`config.mk`:
```
export PLATFORM = sky130hd
export DESIGN_NAME = bmmcs_top
export DESIGN_NICKNAME = d
export VERILOG_FILES = /design/src/include/bmmcs_pkg.sv /design/src/bmmcs_seq.sv /design/src/bmmcs_mux.sv /design/src/bmmcs_top.sv
export SDC_FILE = /design/constraint.sdc
export NUM_CORES = 1
export LEC_CHECK = 0
export ABC_AREA = 1
export BUFFER_PORTS_ARGS = -buffer_cell sky130_fd_sc_hd__buf_2
export CORE_AREA = 2 2 106 108
export CTS_CLUSTER_SIZE = 14
export DETAILED_ROUTE_END_ITERATION = 10
export DIE_AREA = 0 0 108 110
export PLACE_DENSITY = 0.93
export SETUP_SLACK_MARGIN = 0.5
export SYNTH_ARGS = -nofsm -noshare
export SYNTH_HDL_FRONTEND = slang
export SYNTH_SLANG_ARGS = --single-unit
```
`constraint.sdc`:
```
create_clock -name clk -period 6.6 [get_ports clk]
set_input_delay 0.33 -clock clk [delete_from_list [all_inputs] [get_ports clk]]
set_output_delay 0.33 -clock clk [all_outputs]
set_load 0.05 [all_outputs]
```
`src/include/bmmcs_pkg.sv`:
```
// Purpose: Shared constants for the bridge measurement control and status block
// Assumes: 8-bit control and status bytes, 16-bit measured-value registers
// Notes: Bit positions follow the process-image byte layout
package bmmcs_pkg;
	// ------------------------------------------------------------
	// Control byte fields
	// ------------------------------------------------------------
	localparam int CB_START = 0;
	localparam int CB_INHIBIT_CHAN = 1;
	localparam int CB_VIEW_SYMM = 2;
	localparam int CB_FREEZE = 3;
	localparam int CB_COUNTERS = 4;
	// ------------------------------------------------------------
	// Status byte fields
	// ------------------------------------------------------------
	localparam int SB_SIGN = 0;
	localparam int SB_ACK_CHAN = 1;
	localparam int SB_INVALID = 2;
	localparam int SB_FREEZE_ACK = 3;
	localparam int SB_FORCED = 4;
	localparam int SB_ERROR = 6;
	// ------------------------------------------------------------
	// Status word tolerance flags and calibration quality limits
	// ------------------------------------------------------------
	localparam int SW_TOL_A = 8;
	localparam int SW_TOL_B = 15;
	localparam logic [15:0] CNT_LIMIT_A = 16'h4000;
	localparam logic [15:0] CNT_LIMIT_B = 16'h4000;
	localparam logic [15:0] REG_RESET = 16'h0000;
	localparam logic [7:0] BYTE_RESET = 8'h00;
	// ------------------------------------------------------------
	// Check / calibration sequencing
	// ------------------------------------------------------------
	localparam int CHECK_TIME_US = 10;
	localparam int CLK_MHZ = 100;
	localparam logic [15:0] CHECK_CYCLES = 16'(CHECK_TIME_US * CLK_MHZ);
	localparam logic [15:0] CALI_CYCLES = 16'(CHECK_TIME_US * CLK_MHZ);

	typedef enum logic [1:0] {
		BMMCS_IDLE = 2'b00,
		BMMCS_CALI = 2'b01,
		BMMCS_CHECK = 2'b10
	} bmmcs_seq_t;
endpackage

```
`src/bmmcs_seq.sv`:
```
// Purpose: Sequencer for a started check or calibration-then-check
// Assumes: start is a one-cycle pulse; manual selects calibration first
// Notes: A start while busy is ignored
`timescale 1ns/1ns
`default_nettype none
module bmmcs_seq
	import bmmcs_pkg::*;
(
	input wire logic clk,
	input wire logic reset,
	input wire logic start,
	input wire logic manual,
	output logic busy,
	output logic cali_active
);
	bmmcs_seq_t state_q, state_d;
	logic [15:0] cnt_q, cnt_d;

	always_comb begin
		state_d = state_q;
		cnt_d = cnt_q;
		unique case (state_q)
			BMMCS_IDLE: begin
				if (start) begin
					state_d = manual ? BMMCS_CALI : BMMCS_CHECK;
					cnt_d = manual ? CALI_CYCLES : CHECK_CYCLES;
				end
			end
			BMMCS_CALI: begin
				if (cnt_q == 16'h0001) begin
					state_d = BMMCS_CHECK;
					cnt_d = CHECK_CYCLES;
				end else begin
					cnt_d = cnt_q - 16'h0001;
				end
			end
			BMMCS_CHECK: begin
				if (cnt_q == 16'h0001) begin
					state_d = BMMCS_IDLE;
					cnt_d = 16'h0000;
				end else begin
					cnt_d = cnt_q - 16'h0001;
				end
			end
			default: begin
				state_d = BMMCS_IDLE;
				cnt_d = 16'h0000;
			end
		endcase
	end

	always_ff @(posedge clk or posedge reset) begin
		if (reset) begin
			state_q <= BMMCS_IDLE;
			cnt_q <= 16'h0000;
		end else begin
			state_q <= state_d;
			cnt_q <= cnt_d;
		end
	end

	assign busy = (state_q != BMMCS_IDLE);
	assign cali_active = (state_q == BMMCS_CALI);
endmodule
`default_nettype wire

```
`src/bmmcs_mux.sv`:
```
// Purpose: Selects the source shown in measured-value registers 1, 2, 3 and 5
// Assumes: All sources are 16-bit and valid each cycle
// Notes: Purely combinational
`timescale 1ns/1ns
`default_nettype none
module bmmcs_mux
	import bmmcs_pkg::*;
(
	input wire logic show_counters,
	input wire logic cal_view,
	input wire logic [15:0] weight,
	input wire logic [15:0] bridge_sig,
	input wire logic [15:0] ref_sig,
	input wire logic [15:0] test_val,
	input wire logic [15:0] sig_offset,
	input wire logic [15:0] ref_offset,
	input wire logic [15:0] diff_factor,
	input wire logic [15:0] cal_cnt0,
	input wire logic [15:0] cal_cnt1,
	input wire logic [15:0] cal_cnt2,
	output logic [15:0] sel1,
	output logic [15:0] sel2,
	output logic [15:0] sel3,
	output logic [15:0] sel5
);
	always_comb begin
		if (show_counters) begin // see RQ2
			sel1 = cal_view ? REG_RESET : weight;
			sel2 = cal_cnt0;
			sel3 = cal_cnt1;
			sel5 = cal_cnt2;
		end else if (cal_view) begin // see RQ6
			sel1 = REG_RESET;
			sel2 = sig_offset;
			sel3 = ref_offset;
			sel5 = diff_factor;
		end else begin // see RQ5
			sel1 = weight;
			sel2 = bridge_sig;
			sel3 = ref_sig;
			sel5 = test_val;
		end
	end
endmodule
`default_nettype wire

```
`src/bmmcs_top.sv`:
```
// Purpose: Process-data control and status handshake of a bridge measuring channel
// Assumes: Control byte arrives with its write strobe; manual mode comes from the
//   command register logic outside this block
//   Inputs are synchronous to clk
// Notes: Measurement sources are inputs; this block only maps, freezes and reports
//   Start acts only on a 0-to-1 change of the start bit between writes
// Behaviour
// RQ1: Flag counter tolerance excess in status word
// RQ2: Unfrozen: update registers; counters view optional
// RQ3: Frozen: hold registers one, two, three, five
// RQ4: Frozen: ignore show-counters bit
// RQ5: Normal, view clear: raw data shown
// RQ6: Normal, view set: calibration data shown
// RQ7: Manual: bit two inhibits symmetric measurement
// RQ8: Clearing inhibit request clears forced flag
// RQ9: Inhibit set suspends auto calibration, reference
// RQ10: Start bit begins check or calibration
// RQ11: Controller enables manual mode first
// RQ12: Status byte sent in input image
// RQ13: Status byte bit layout
// RQ14: Freeze acknowledge confirms write protection
// RQ15: Value-invalid flags invalid process data
// RQ16: Sign bit: one means negative
// RQ17: Manual: echo selected channel in bit one
`timescale 1ns/1ns
`default_nettype none
module bmmcs_top
	import bmmcs_pkg::*;
(
	input wire logic clk,
	input wire logic reset,
	input wire logic [7:0] process_control_byte,
	input wire logic control_write,
	input wire logic manual_mode,
	input wire logic symmetry_feature_enable,
	input wire logic internal_error,
	input wire logic forced_calibration_event,
	input wire logic sample_valid,
	input wire logic [15:0] weight,
	input wire logic [15:0] bridge_sig,
	input wire logic [15:0] ref_sig,
	input wire logic [15:0] test_val,
	input wire logic [15:0] sig_offset,
	input wire logic [15:0] ref_offset,
	input wire logic [15:0] diff_factor,
	input wire logic [15:0] cal_cnt0,
	input wire logic [15:0] cal_cnt1,
	input wire logic [15:0] cal_cnt2,
	output logic [7:0] process_status_byte,
	output logic [15:0] status_word,
	output logic [15:0] meas_reg1,
	output logic [15:0] meas_reg2,
	output logic [15:0] meas_reg3,
	output logic [15:0] meas_reg5,
	output logic symmetric_enable,
	output logic auto_cali_enable,
	output logic ref_cycle_enable,
	output logic measure_ref_channel,
	output logic check_busy,
	output logic cali_busy
);
	// ------------------------------------------------------------
	// Control byte capture
	// ------------------------------------------------------------
	logic [7:0] ctrl_q, ctrl_d;
	logic start_q, start_d;

	always_comb begin
		ctrl_d = ctrl_q;
		start_d = 1'b0;
		if (control_write) begin
			ctrl_d = process_control_byte;
			// Level-held start bit only fires once per rising edge
			start_d = process_control_byte[CB_START] & ~ctrl_q[CB_START]; // see RQ10
		end
	end

	always_ff @(posedge clk or posedge reset) begin
		if (reset) begin
			ctrl_q <= BYTE_RESET;
			start_q <= 1'b0;
		end else begin
			ctrl_q <= ctrl_d;
			start_q <= start_d;
		end
	end

	logic freeze;
	logic show_counters;
	logic cal_view;
	// Freeze masks the counters view here, before the mux ever sees it
	assign freeze = ctrl_q[CB_FREEZE];
	assign show_counters = ctrl_q[CB_COUNTERS] & ~freeze; // see RQ4
	// Manual mode reuses bit two as symmetry inhibit, so no calibration view then
	assign cal_view = ctrl_q[CB_VIEW_SYMM] & ~manual_mode;

	// ------------------------------------------------------------
	// Sequencer and source selection
	// ------------------------------------------------------------
	logic seq_busy;
	logic seq_cali;

	// A start that arrives while a check or calibration runs is dropped
	bmmcs_seq u_seq (
		.clk(clk),
		.reset(reset),
		.start(start_q), // see RQ10
		.manual(manual_mode),
		.busy(seq_busy),
		.cali_active(seq_cali)
	);

	logic [15:0] sel1, sel2, sel3, sel5;

	bmmcs_mux u_mux (
		.show_counters(show_counters),
		.cal_view(cal_view),
		.weight(weight),
		.bridge_sig(bridge_sig),
		.ref_sig(ref_sig),
		.test_val(test_val),
		.sig_offset(sig_offset),
		.ref_offset(ref_offset),
		.diff_factor(diff_factor),
		.cal_cnt0(cal_cnt0),
		.cal_cnt1(cal_cnt1),
		.cal_cnt2(cal_cnt2),
		.sel1(sel1),
		.sel2(sel2),
		.sel3(sel3),
		.sel5(sel5)
	);

	// ------------------------------------------------------------
	// Measured-value registers
	// ------------------------------------------------------------
	// The mux keeps running while frozen, so a release shows the current view at once
	logic [15:0] r1_q, r1_d, r2_q, r2_d, r3_q, r3_d, r5_q, r5_d;

	always_comb begin
		r1_d = r1_q;
		r2_d = r2_q;
		r3_d = r3_q;
		r5_d = r5_q;
		if (!freeze) begin // see RQ2
			r1_d = sel1;
			r2_d = sel2;
			r3_d = sel3;
			r5_d = sel5;
		end // see RQ3
	end

	always_ff @(posedge clk or posedge reset) begin
		if (reset) begin
			r1_q <= REG_RESET;
			r2_q <= REG_RESET;
			r3_q <= REG_RESET;
			r5_q <= REG_RESET;
		end else begin
			r1_q <= r1_d;
			r2_q <= r2_d;
			r3_q <= r3_d;
			r5_q <= r5_d;
		end
	end

	// ------------------------------------------------------------
	// Shared decode functions
	// ------------------------------------------------------------
	// Bit two means symmetry inhibit only in manual operation
	function automatic logic symmetric_enable_calc(input logic man, input logic inh,
		input logic feat);
		symmetric_enable_calc = man ? (feat & ~inh) : feat;
	endfunction

	// Only strictly above the limit counts as out of tolerance
	function automatic logic over_limit(input logic [15:0] cnt, input logic [15:0] lim);
		over_limit = (cnt > lim);
	endfunction

	// ------------------------------------------------------------
	// Forced calibration flag
	// ------------------------------------------------------------
	logic forced_q, forced_d;
	logic inhibit;
	assign inhibit = ctrl_q[CB_INHIBIT_CHAN] & ~manual_mode;

	// Clearing is a level, so in normal mode with inhibit low an event shows for one cycle
	always_comb begin
		forced_d = forced_q;
		if (!manual_mode && !ctrl_q[CB_INHIBIT_CHAN]) begin
			forced_d = 1'b0; // see RQ8
		end
		// A new forced event beats a clear in the same cycle
		if (forced_calibration_event) begin
			forced_d = 1'b1;
		end
	end

	always_ff @(posedge clk or posedge reset) begin
		if (reset) begin
			forced_q <= 1'b0;
		end else begin
			forced_q <= forced_d;
		end
	end

	// ------------------------------------------------------------
	// Control outputs
	// ------------------------------------------------------------
	logic sym_q, sym_d, auto_q, auto_d, refc_q, refc_d, chan_q, chan_d;
	logic chk_q, chk_d, cal_q, cal_d;

	always_comb begin
		sym_d = symmetric_enable_calc(manual_mode, ctrl_q[CB_VIEW_SYMM],
			symmetry_feature_enable); // see RQ7
		auto_d = ~inhibit; // see RQ9
		refc_d = ~inhibit; // see RQ9
		chan_d = manual_mode & ctrl_q[CB_INHIBIT_CHAN]; // see RQ17
		chk_d = seq_busy & ~seq_cali;
		cal_d = seq_cali;
	end

	always_ff @(posedge clk or posedge reset) begin
		if (reset) begin
			sym_q <= 1'b0;
			auto_q <= 1'b1;
			refc_q <= 1'b1;
			chan_q <= 1'b0;
			chk_q <= 1'b0;
			cal_q <= 1'b0;
		end else begin
			sym_q <= sym_d;
			auto_q <= auto_d;
			refc_q <= refc_d;
			chan_q <= chan_d;
			chk_q <= chk_d;
			cal_q <= cal_d;
		end
	end

	// ------------------------------------------------------------
	// Status byte
	// ------------------------------------------------------------
	logic [7:0] sb_q, sb_d;

	always_comb begin
		sb_d = BYTE_RESET; // see RQ13
		sb_d[SB_ERROR] = internal_error;
		sb_d[SB_FORCED] = forced_d;
		sb_d[SB_FREEZE_ACK] = freeze; // see RQ14
		// A check or calibration in progress means no live process value
		sb_d[SB_INVALID] = ~sample_valid | seq_busy; // see RQ15
		sb_d[SB_ACK_CHAN] = manual_mode ? ctrl_q[CB_INHIBIT_CHAN] : inhibit; // see RQ17
		// Taken from the next register value so sign and data change together
		sb_d[SB_SIGN] = r1_d[15]; // see RQ16
	end

	always_ff @(posedge clk or posedge reset) begin
		if (reset) begin
			sb_q <= BYTE_RESET;
		end else begin
			sb_q <= sb_d; // see RQ12
		end
	end

	// ------------------------------------------------------------
	// Status word
	// ------------------------------------------------------------
	logic [15:0] sw_q, sw_d;

	// Counters are compared live, so the flags still move while registers are frozen
	always_comb begin
		sw_d = REG_RESET;
		sw_d[SW_TOL_A] = over_limit(cal_cnt0, CNT_LIMIT_A)
			| over_limit(cal_cnt1, CNT_LIMIT_A); // see RQ1
		sw_d[SW_TOL_B] = over_limit(cal_cnt2, CNT_LIMIT_B); // see RQ1
	end

	always_ff @(posedge clk or posedge reset) begin
		if (reset) begin
			sw_q <= REG_RESET;
		end else begin
			sw_q <= sw_d;
		end
	end

	// ------------------------------------------------------------
	// Outputs
	// ------------------------------------------------------------
	assign process_status_byte = sb_q;
	assign status_word = sw_q;
	assign meas_reg1 = r1_q;
	assign meas_reg2 = r2_q;
	assign meas_reg3 = r3_q;
	assign meas_reg5 = r5_q;
	assign symmetric_enable = sym_q;
	assign auto_cali_enable = auto_q;
	assign ref_cycle_enable = refc_q;
	assign measure_ref_channel = chan_q;
	assign check_busy = chk_q;
	assign cali_busy = cal_q;
endmodule
`default_nettype wire

```
==> After elaboration in Yosys (flattened, before gate mapping) <==
Cells that the tools add are included.
{ "totals": {"regBits": 102, "latchBits": 0, "ram_bits": 0, "rom_bits": 0, "inputBits": 176, "output_inout_bits": 94, "elab_cells": 71, "memories": 0} }
{ "classes": {"add_sub_neg": 1, "mul": 0, "div": 0, "magnitude_cmp": 3, "n_eq_ne": 6, "n_shift": 0, "n_mux": 22, "bitwise": 16, "n_reduce_logical": 6} }
{ "ops": {"columns": ["cell", "count"], "rows": [
  ["2-to-1 mux 16 bit", 11],
  ["greater-than comparator 16 x 15 -> 1 bit, second input constant", 3],
  ["case mux 16 bit (3 select lines)", 1],
  ["== test 16 x 1 -> 1 bit, second input constant", 1],
  ["subtractor 16 x 1 -> 16 bit, second input constant", 1],
  ["2-to-1 mux 2 bit", 4],
  ["AND 1 bit", 7],
  ["NOT 1 bit", 7],
  ["case mux 2 bit (3 select lines)", 1],
  ["2-to-1 mux 1 bit", 5],
  ["inequality test 2 x 1 -> 1 bit, second input constant", 2],
  ["AND reduction 3 bit", 1],
  ["== test 2 x 1 -> 1 bit, second input constant", 1],
  ["== test 2 bit, second input constant", 1],
  ["logical NOT 1 bit", 2],
  ["logical NOT 2 bit", 1],
  ["inequality test 2 bit, second input constant", 1],
  ["OR 1 bit", 2],
  ["nonzero test 2 bit", 1],
  ["logical AND 1 bit", 1]
]} }

==> Depth between registers and ports, before layout <==
{ "depth": {"depth_word": 4, "depth_mapped": 11, "ltp_nobuf": 11} }

==> Hierarchy <==
Synthesis repeated with hierarchy kept, for this count alone.
{ "unflattened": {"hier_cells": 965, "hier_area_um2": 6190.9} }
{ "modules_own_cells": {"columns": ["module", "instances", "cells_each", "area_per_inst_um2"], "rows": [
  ["bmmcs_top", 1, 392, 3374.5],
  ["bmmcs_mux", 1, 392, 1606.5],
  ["bmmcs_seq", 1, 181, 1209.9]
]} }

==> Least setup slack after synthesis <==
OpenSTA, ideal clock, no wires.
{ "synth_path": {"path_kind": "flip-flop to flip-flop", "from": "reg u_seq.cnt_q[1]", "to": "reg u_seq.cnt_q[9]", "arrival_time_ns": 1.251, "setup_slack_ns": 5.232, "path_stages_with_launch": 12, "path_buffers": 0, "period_less_slack_ns": 1.368, "cell_sequence": "dfrtp_1 inv_1 ha_1 nand3_1 nor2_2 nand2_2 nand2_4 nand2_4 nand2_1 nand2_1 nand2_1 nand2_1"} }
{ "synth_via": {"elab_chain_len": 3, "word_cells_on_any_way": 5, "classes_between": "add/sub: 1; eq/ne: 1; mux: 3"} }
{ "synth_rtl": {"columns": ["item", "line", "source"], "rows": [
  ["from (decl)", "bmmcs_seq.sv:17", "logic [15:0] cnt_q, cnt_d;"],
  ["from (signal assigned)", "bmmcs_seq.sv:58", "cnt_q <= cnt_d;"],
  ["subtractor 16 x 1 -> 16 bit / == test 16 x 1 -> 1 bit (equally long branches)", null, null],
  ["2-to-1 mux 16 bit, on equally long branches", "bmmcs_seq.sv:38, bmmcs_seq.sv:30", null],
  ["case mux 16 bit (3 select lines) *", "bmmcs_seq.sv:22", "unique case (state_q)"]
]} }
Every way passes the cells marked *; elsewhere a longest branch is shown, timed or not.
A chain may end at the register's enable or synchronous reset.

==> Worst setup path after layout <==
{ "layout_path": {"from": "reg ctrl_q[4]", "to": "reg r2_q[2], in the netlist meas_reg2[2]"} }
{ "layout_via": {"elab_chain_len": 2} }
{ "layout_rtl": {"columns": ["item", "line", "source"], "rows": [
  ["from (decl)", "bmmcs_top.sv:65", "logic [7:0] ctrl_q, ctrl_d;"],
  ["from (signal assigned)", "bmmcs_top.sv:83", "ctrl_q <= ctrl_d;"],
  ["AND 1 bit", "bmmcs_top.sv:93", "assign show_counters = ctrl_q[CB_COUNTERS] & ~freeze;"],
  ["2-to-1 mux 16 bit", "bmmcs_mux.sv:27", "if (show_counters) begin"],
  ["to (signal assigned)", "bmmcs_top.sv:161", "r2_q <= r2_d;"],
  ["to (decl)", "bmmcs_top.sv:138", "logic [15:0] r1_q, r1_d, r2_q, r2_d, r3_q, r3_d, r5_q, r5_d;"]
]} }
Every way passes these cells.

==> results by stage <==
Status:
- The flow ran to the end, and the final reports show no timing, DRC or antenna violations.

Clock network:
- Once the clock tree was built, the setup fixing pass inserted 0 buffers.
- The clock insertion delay at the later pin of the skew report is 0.36 ns.
- The maximum buffer depth of the clock tree is 2.
- For this design, the sink count on the clock tree is 100.
- Counting the buffers created by CTS gives 9.
- Once the clock tree was built, the resizer swapped 0 gates to a different size.
- The maximum level of the CTS H-tree is 3.
- The TritonCTS clock tree is done.
- In this run the clock root is driven by a clkbuf_8.
- Clock-pin slew was measured on the worst setup and hold paths at 0.10 ns.
- After clock tree synthesis, the flow added hold-fix buffers numbering 0.

Global routing:
- Global routing consumed, over all layers together, 26.74% of the routing resources.
- The initial antenna violation count is 2.
- The total overflow left after global routing is 0.
- The via count of the first global-routing pass was about 5k.
- The first global-routing pass estimated 24640 um of wire.
- Entering global routing, the biggest net connects 67 pins.

Placed design:
- The worst slack at placement is 4.398 ns.
- The weighted congestion reported at the end of routability-driven placement is between 0.8 and 0.9.
- During placement, the flow inserted port buffers numbering 250.
- The wire-length estimate of the detail-placed layout is around 12000 um.

Synth:
- Of all flip-flops after synthesis, the portion carrying an async set or reset was 100.0%.
- Summing the areas of all fa, ha and maj instances in the mapped netlist gives 0.4734% of the synthesized area.
- The mapped netlist covers 5286 sq um.
- The distinct cell type count after synthesis is 43.
- The count of flip-flops with a built-in enable after synthesis is 0.
- The total number of yosys warnings is 0.
- The dominant register cell in the synthesized netlist is dfrtp_1.
- Summing the areas of all compound-gate instances in the mapped netlist gives 14.49% of the synthesized area.
- Summing the sequential cell areas from Yosys gives 47.36% of the chip area.
- Multiplexer cells account for less than 1% of the synthesized area.
- Of the total synthesized cell area, the portion taken by XOR and XNOR cells is 0.9704%.
- Synthesis produced approximately 640 cells.
- In the post-synthesis netlist, the biggest area contributors are dfrtp_1 47%, nand2_1 11%, o211ai_1 5.1%.
- In this run, synthesis produced a sequential element count of 100.
- The top cell type by total area after synthesis is dfrtp_1.
- The share of synthesized area in the top cell type comes to 46.86%.
- The mean cell area of the mapped netlist is 8.273 sq um.
- By area, the combinational part of the netlist is dominated by simple AND/OR/NAND/NOR gates.
- After Yosys synthesis, and, or, nand and nor cells account for between 20% and 30% of the synthesized area.

Layout:
- After the last flow step, the layout net total stands at 1044.
- In the final layout, the share of cells above drive strength 1 is 35.48%.
- The most common cell after layout, fill and taps aside is buf_2.
- The count of fill cells added during filler insertion is 965.
- In the layout the commonest cells are 250 x buf_2, 147 x nand2_1, 98 x dfrtp_1.
- From synthesis to final layout, the design area changed by 25.94%.

Timing:
- Measured against its own limit, the worst slew margin works out to between 10% and 20%.
- The max-slew violation count is 0.
- The number of setup violations in the final report is 0.
- The hold violation count in the final report is 0.
- For the final routed database, the setup TNS stands at 0 ns.
- For the pin with the worst max-slew slack, the measured transition is 1.254 ns.
- The worst-case hold slack is 0.01495 ns.
- Timing would allow up to 445.9 MHz.
- The worst clock skew is 0.01338 ns.
- The clock period minus final worst setup slack is about 2.2 ns.
- Once routing completed, OpenROAD measured the worst setup slack at 4.357 ns.
- The final critical path takes up between 30% and 40% of the cycle.
- Setup repair after global routing left no endpoint under its margin.

Route:
- For this block, the routed nets add up to 15850 um of wire.
- The residual antenna-violating net count after detailed routing is 0.
- The pre-antenna-repair detailed-routing pass consisted of 5 iterations.
- The detailed router placed 5317 vias in this run.
- Dividing the detail-routed wire length by the instance count gives 15.65 um.
- After detailed routing, the number of remaining DRC violations is 0.
- Using the TritonRoute via totals, the vias-per-cell ratio works out to 5.249.
- The detailed router's first-iteration violation count is 329.

Die:
- The number of core rows is 38.
- From left edge to right edge, the die measures 108 um.
- After floorplanning, the core was sized to cover 10700 sq um.
- The top-level I/O count is 270.
- The area of the die is 11880 sq um.
- The height of the die is 110 um.
- The initial cell density of the core is about half.

Power and ir drop:
- Across the VDD grid, the largest voltage drop is 169.2 uV.
- Power spread over the standard cell area amounts to 326.7 nW/um^2.
- In this run the static leakage power is between 3 and 4 nW.
- Overall power consumption after layout is estimated at between 2 and 2.5 mW.

Critical path:
- At the worst endpoint, the arrival time is 2.48 ns.
- In this run the worst path has a maximum fanout of 34.
- The worst endpoint required time is 6.84 ns.
- The sort of element at the start of the critical path is a flip-flop.
- The type of the worst setup path is reg2reg.
- The length in cells of the worst reg-to-reg path is 2.
- The capturing element type of the critical path is a flip-flop.

Job:
- The count of maximum capacitance violations is 0.

Worst hold path:
- In this run the worst hold path is classified as in2async.
## stage by stage
| step | cell area (sq um) | util (%) | std cells |
|---|---|---|---|
| floorplan | 5343 | - | 654 |
| global placement | 6484 | 60.61 | 995 |
| detailed placement | 6484 | 60.61 | 995 |
| CTS | 6653 | 62.19 | 1011 |
| global route | 6658 | 62.23 | 1013 |
| finish | 6658 | 62.23 | 1013 |
## path summary, 6_finish.rpt
check                           slack (ns)                      to            from
worst min register to register        0.43                 start_q       ctrl_q[0]
min in group clk                      0.07  process_status_byte[6]  internal_error
worst min-delay path                  0.01  process_status_byte[3]           reset
worst max register to register        4.36            meas_reg2[2]       ctrl_q[4]
max in group asynchronous             5.47            meas_reg3[6]           reset
worst max-delay path                  4.36            meas_reg2[2]       ctrl_q[4]
## critical path: stages (launching register included)
cell      delay, ns
dfrtp_1        0.73
nand2_1        0.86
o221ai_1       0.52
## cell families after synthesis
| kind of cell | count (synthesis) |
|---|---|
| compound gates | 115 |
| xor+xnor | 5 |
| fa+ha+maj | 2 |
| buf+inv | 119 |
| flops | 100 |
| mux | 2 |
| other cells | 1 |
| simple gates | 295 |
## area by class of cell
class | instances | area, sq um | area share [%]
Timing Repair Buffer | 256 | 1296 | 19.47
Antenna cell | 2 | 5.005 | 0.07517
Inverter | 64 | 252.7 | 3.796
Sequential cell | 100 | 2505 | 37.62
Clock inverter | 5 | 37.54 | 0.5638
Clock buffer | 11 | 131.4 | 1.973
Tap cell | 140 | 175.2 | 2.631
Multi-Input combinational cell | 435 | 2255 | 33.87
## flip-flops by register name, indices dropped and copies added, names as in the netlist
name and flops:
cali_busy 1, check_busy 1, ctrl_q 5, meas_reg1 15, meas_reg2 16, meas_reg3 16, meas_reg5 16, measure_ref_channel 1
process_status_byte 6, ref_cycle_enable 1, start_q 1, status_word 2, symmetric_enable 1, u_seq.cnt_q 16, u_seq.state_q 2
## report_power, final
part / internal, mW / leakage (nW) / switching, mW / total (mW)
clock: 0.139 / 0.0799 / 0.218 / 0.358
sequential: 0.736 / 1.22 / 0.0947 / 0.831
combinational: 0.273 / 2.21 / 0.714 / 0.987
## routing by layer
| metal | routed length [um] | up-vias | part of all wire, % | track usage (%) |
|---|---|---|---|---|
| li1 | - | 2538 | - | - |
| met1 | 6005 | 2466 | 38 | 32.02 |
| met2 | 7719 | 257 | 49 | 43.67 |
| met3 | 1296 | 56 | 8.2 | 6.937 |
| met4 | 829 | 0 | 5.2 | 15.84 |
| met5 | 0 | - | 0 | 0 |
## synthesized netlist by cell type, types with 5 or more instances
cell,number
nor4_1,5
nor2_1,51
o221ai_1,23
nand3_1,48
or2_2,9
clkbuf_1,18
or2_1,6
o21ai_0,44
nand4_1,6
inv_1,60
nand2_1,148
dfrtp_1,99
buf_2,10
buf_4,21
nor2_2,8
o211ai_1,36
Power figures use the tool's default switching activity.
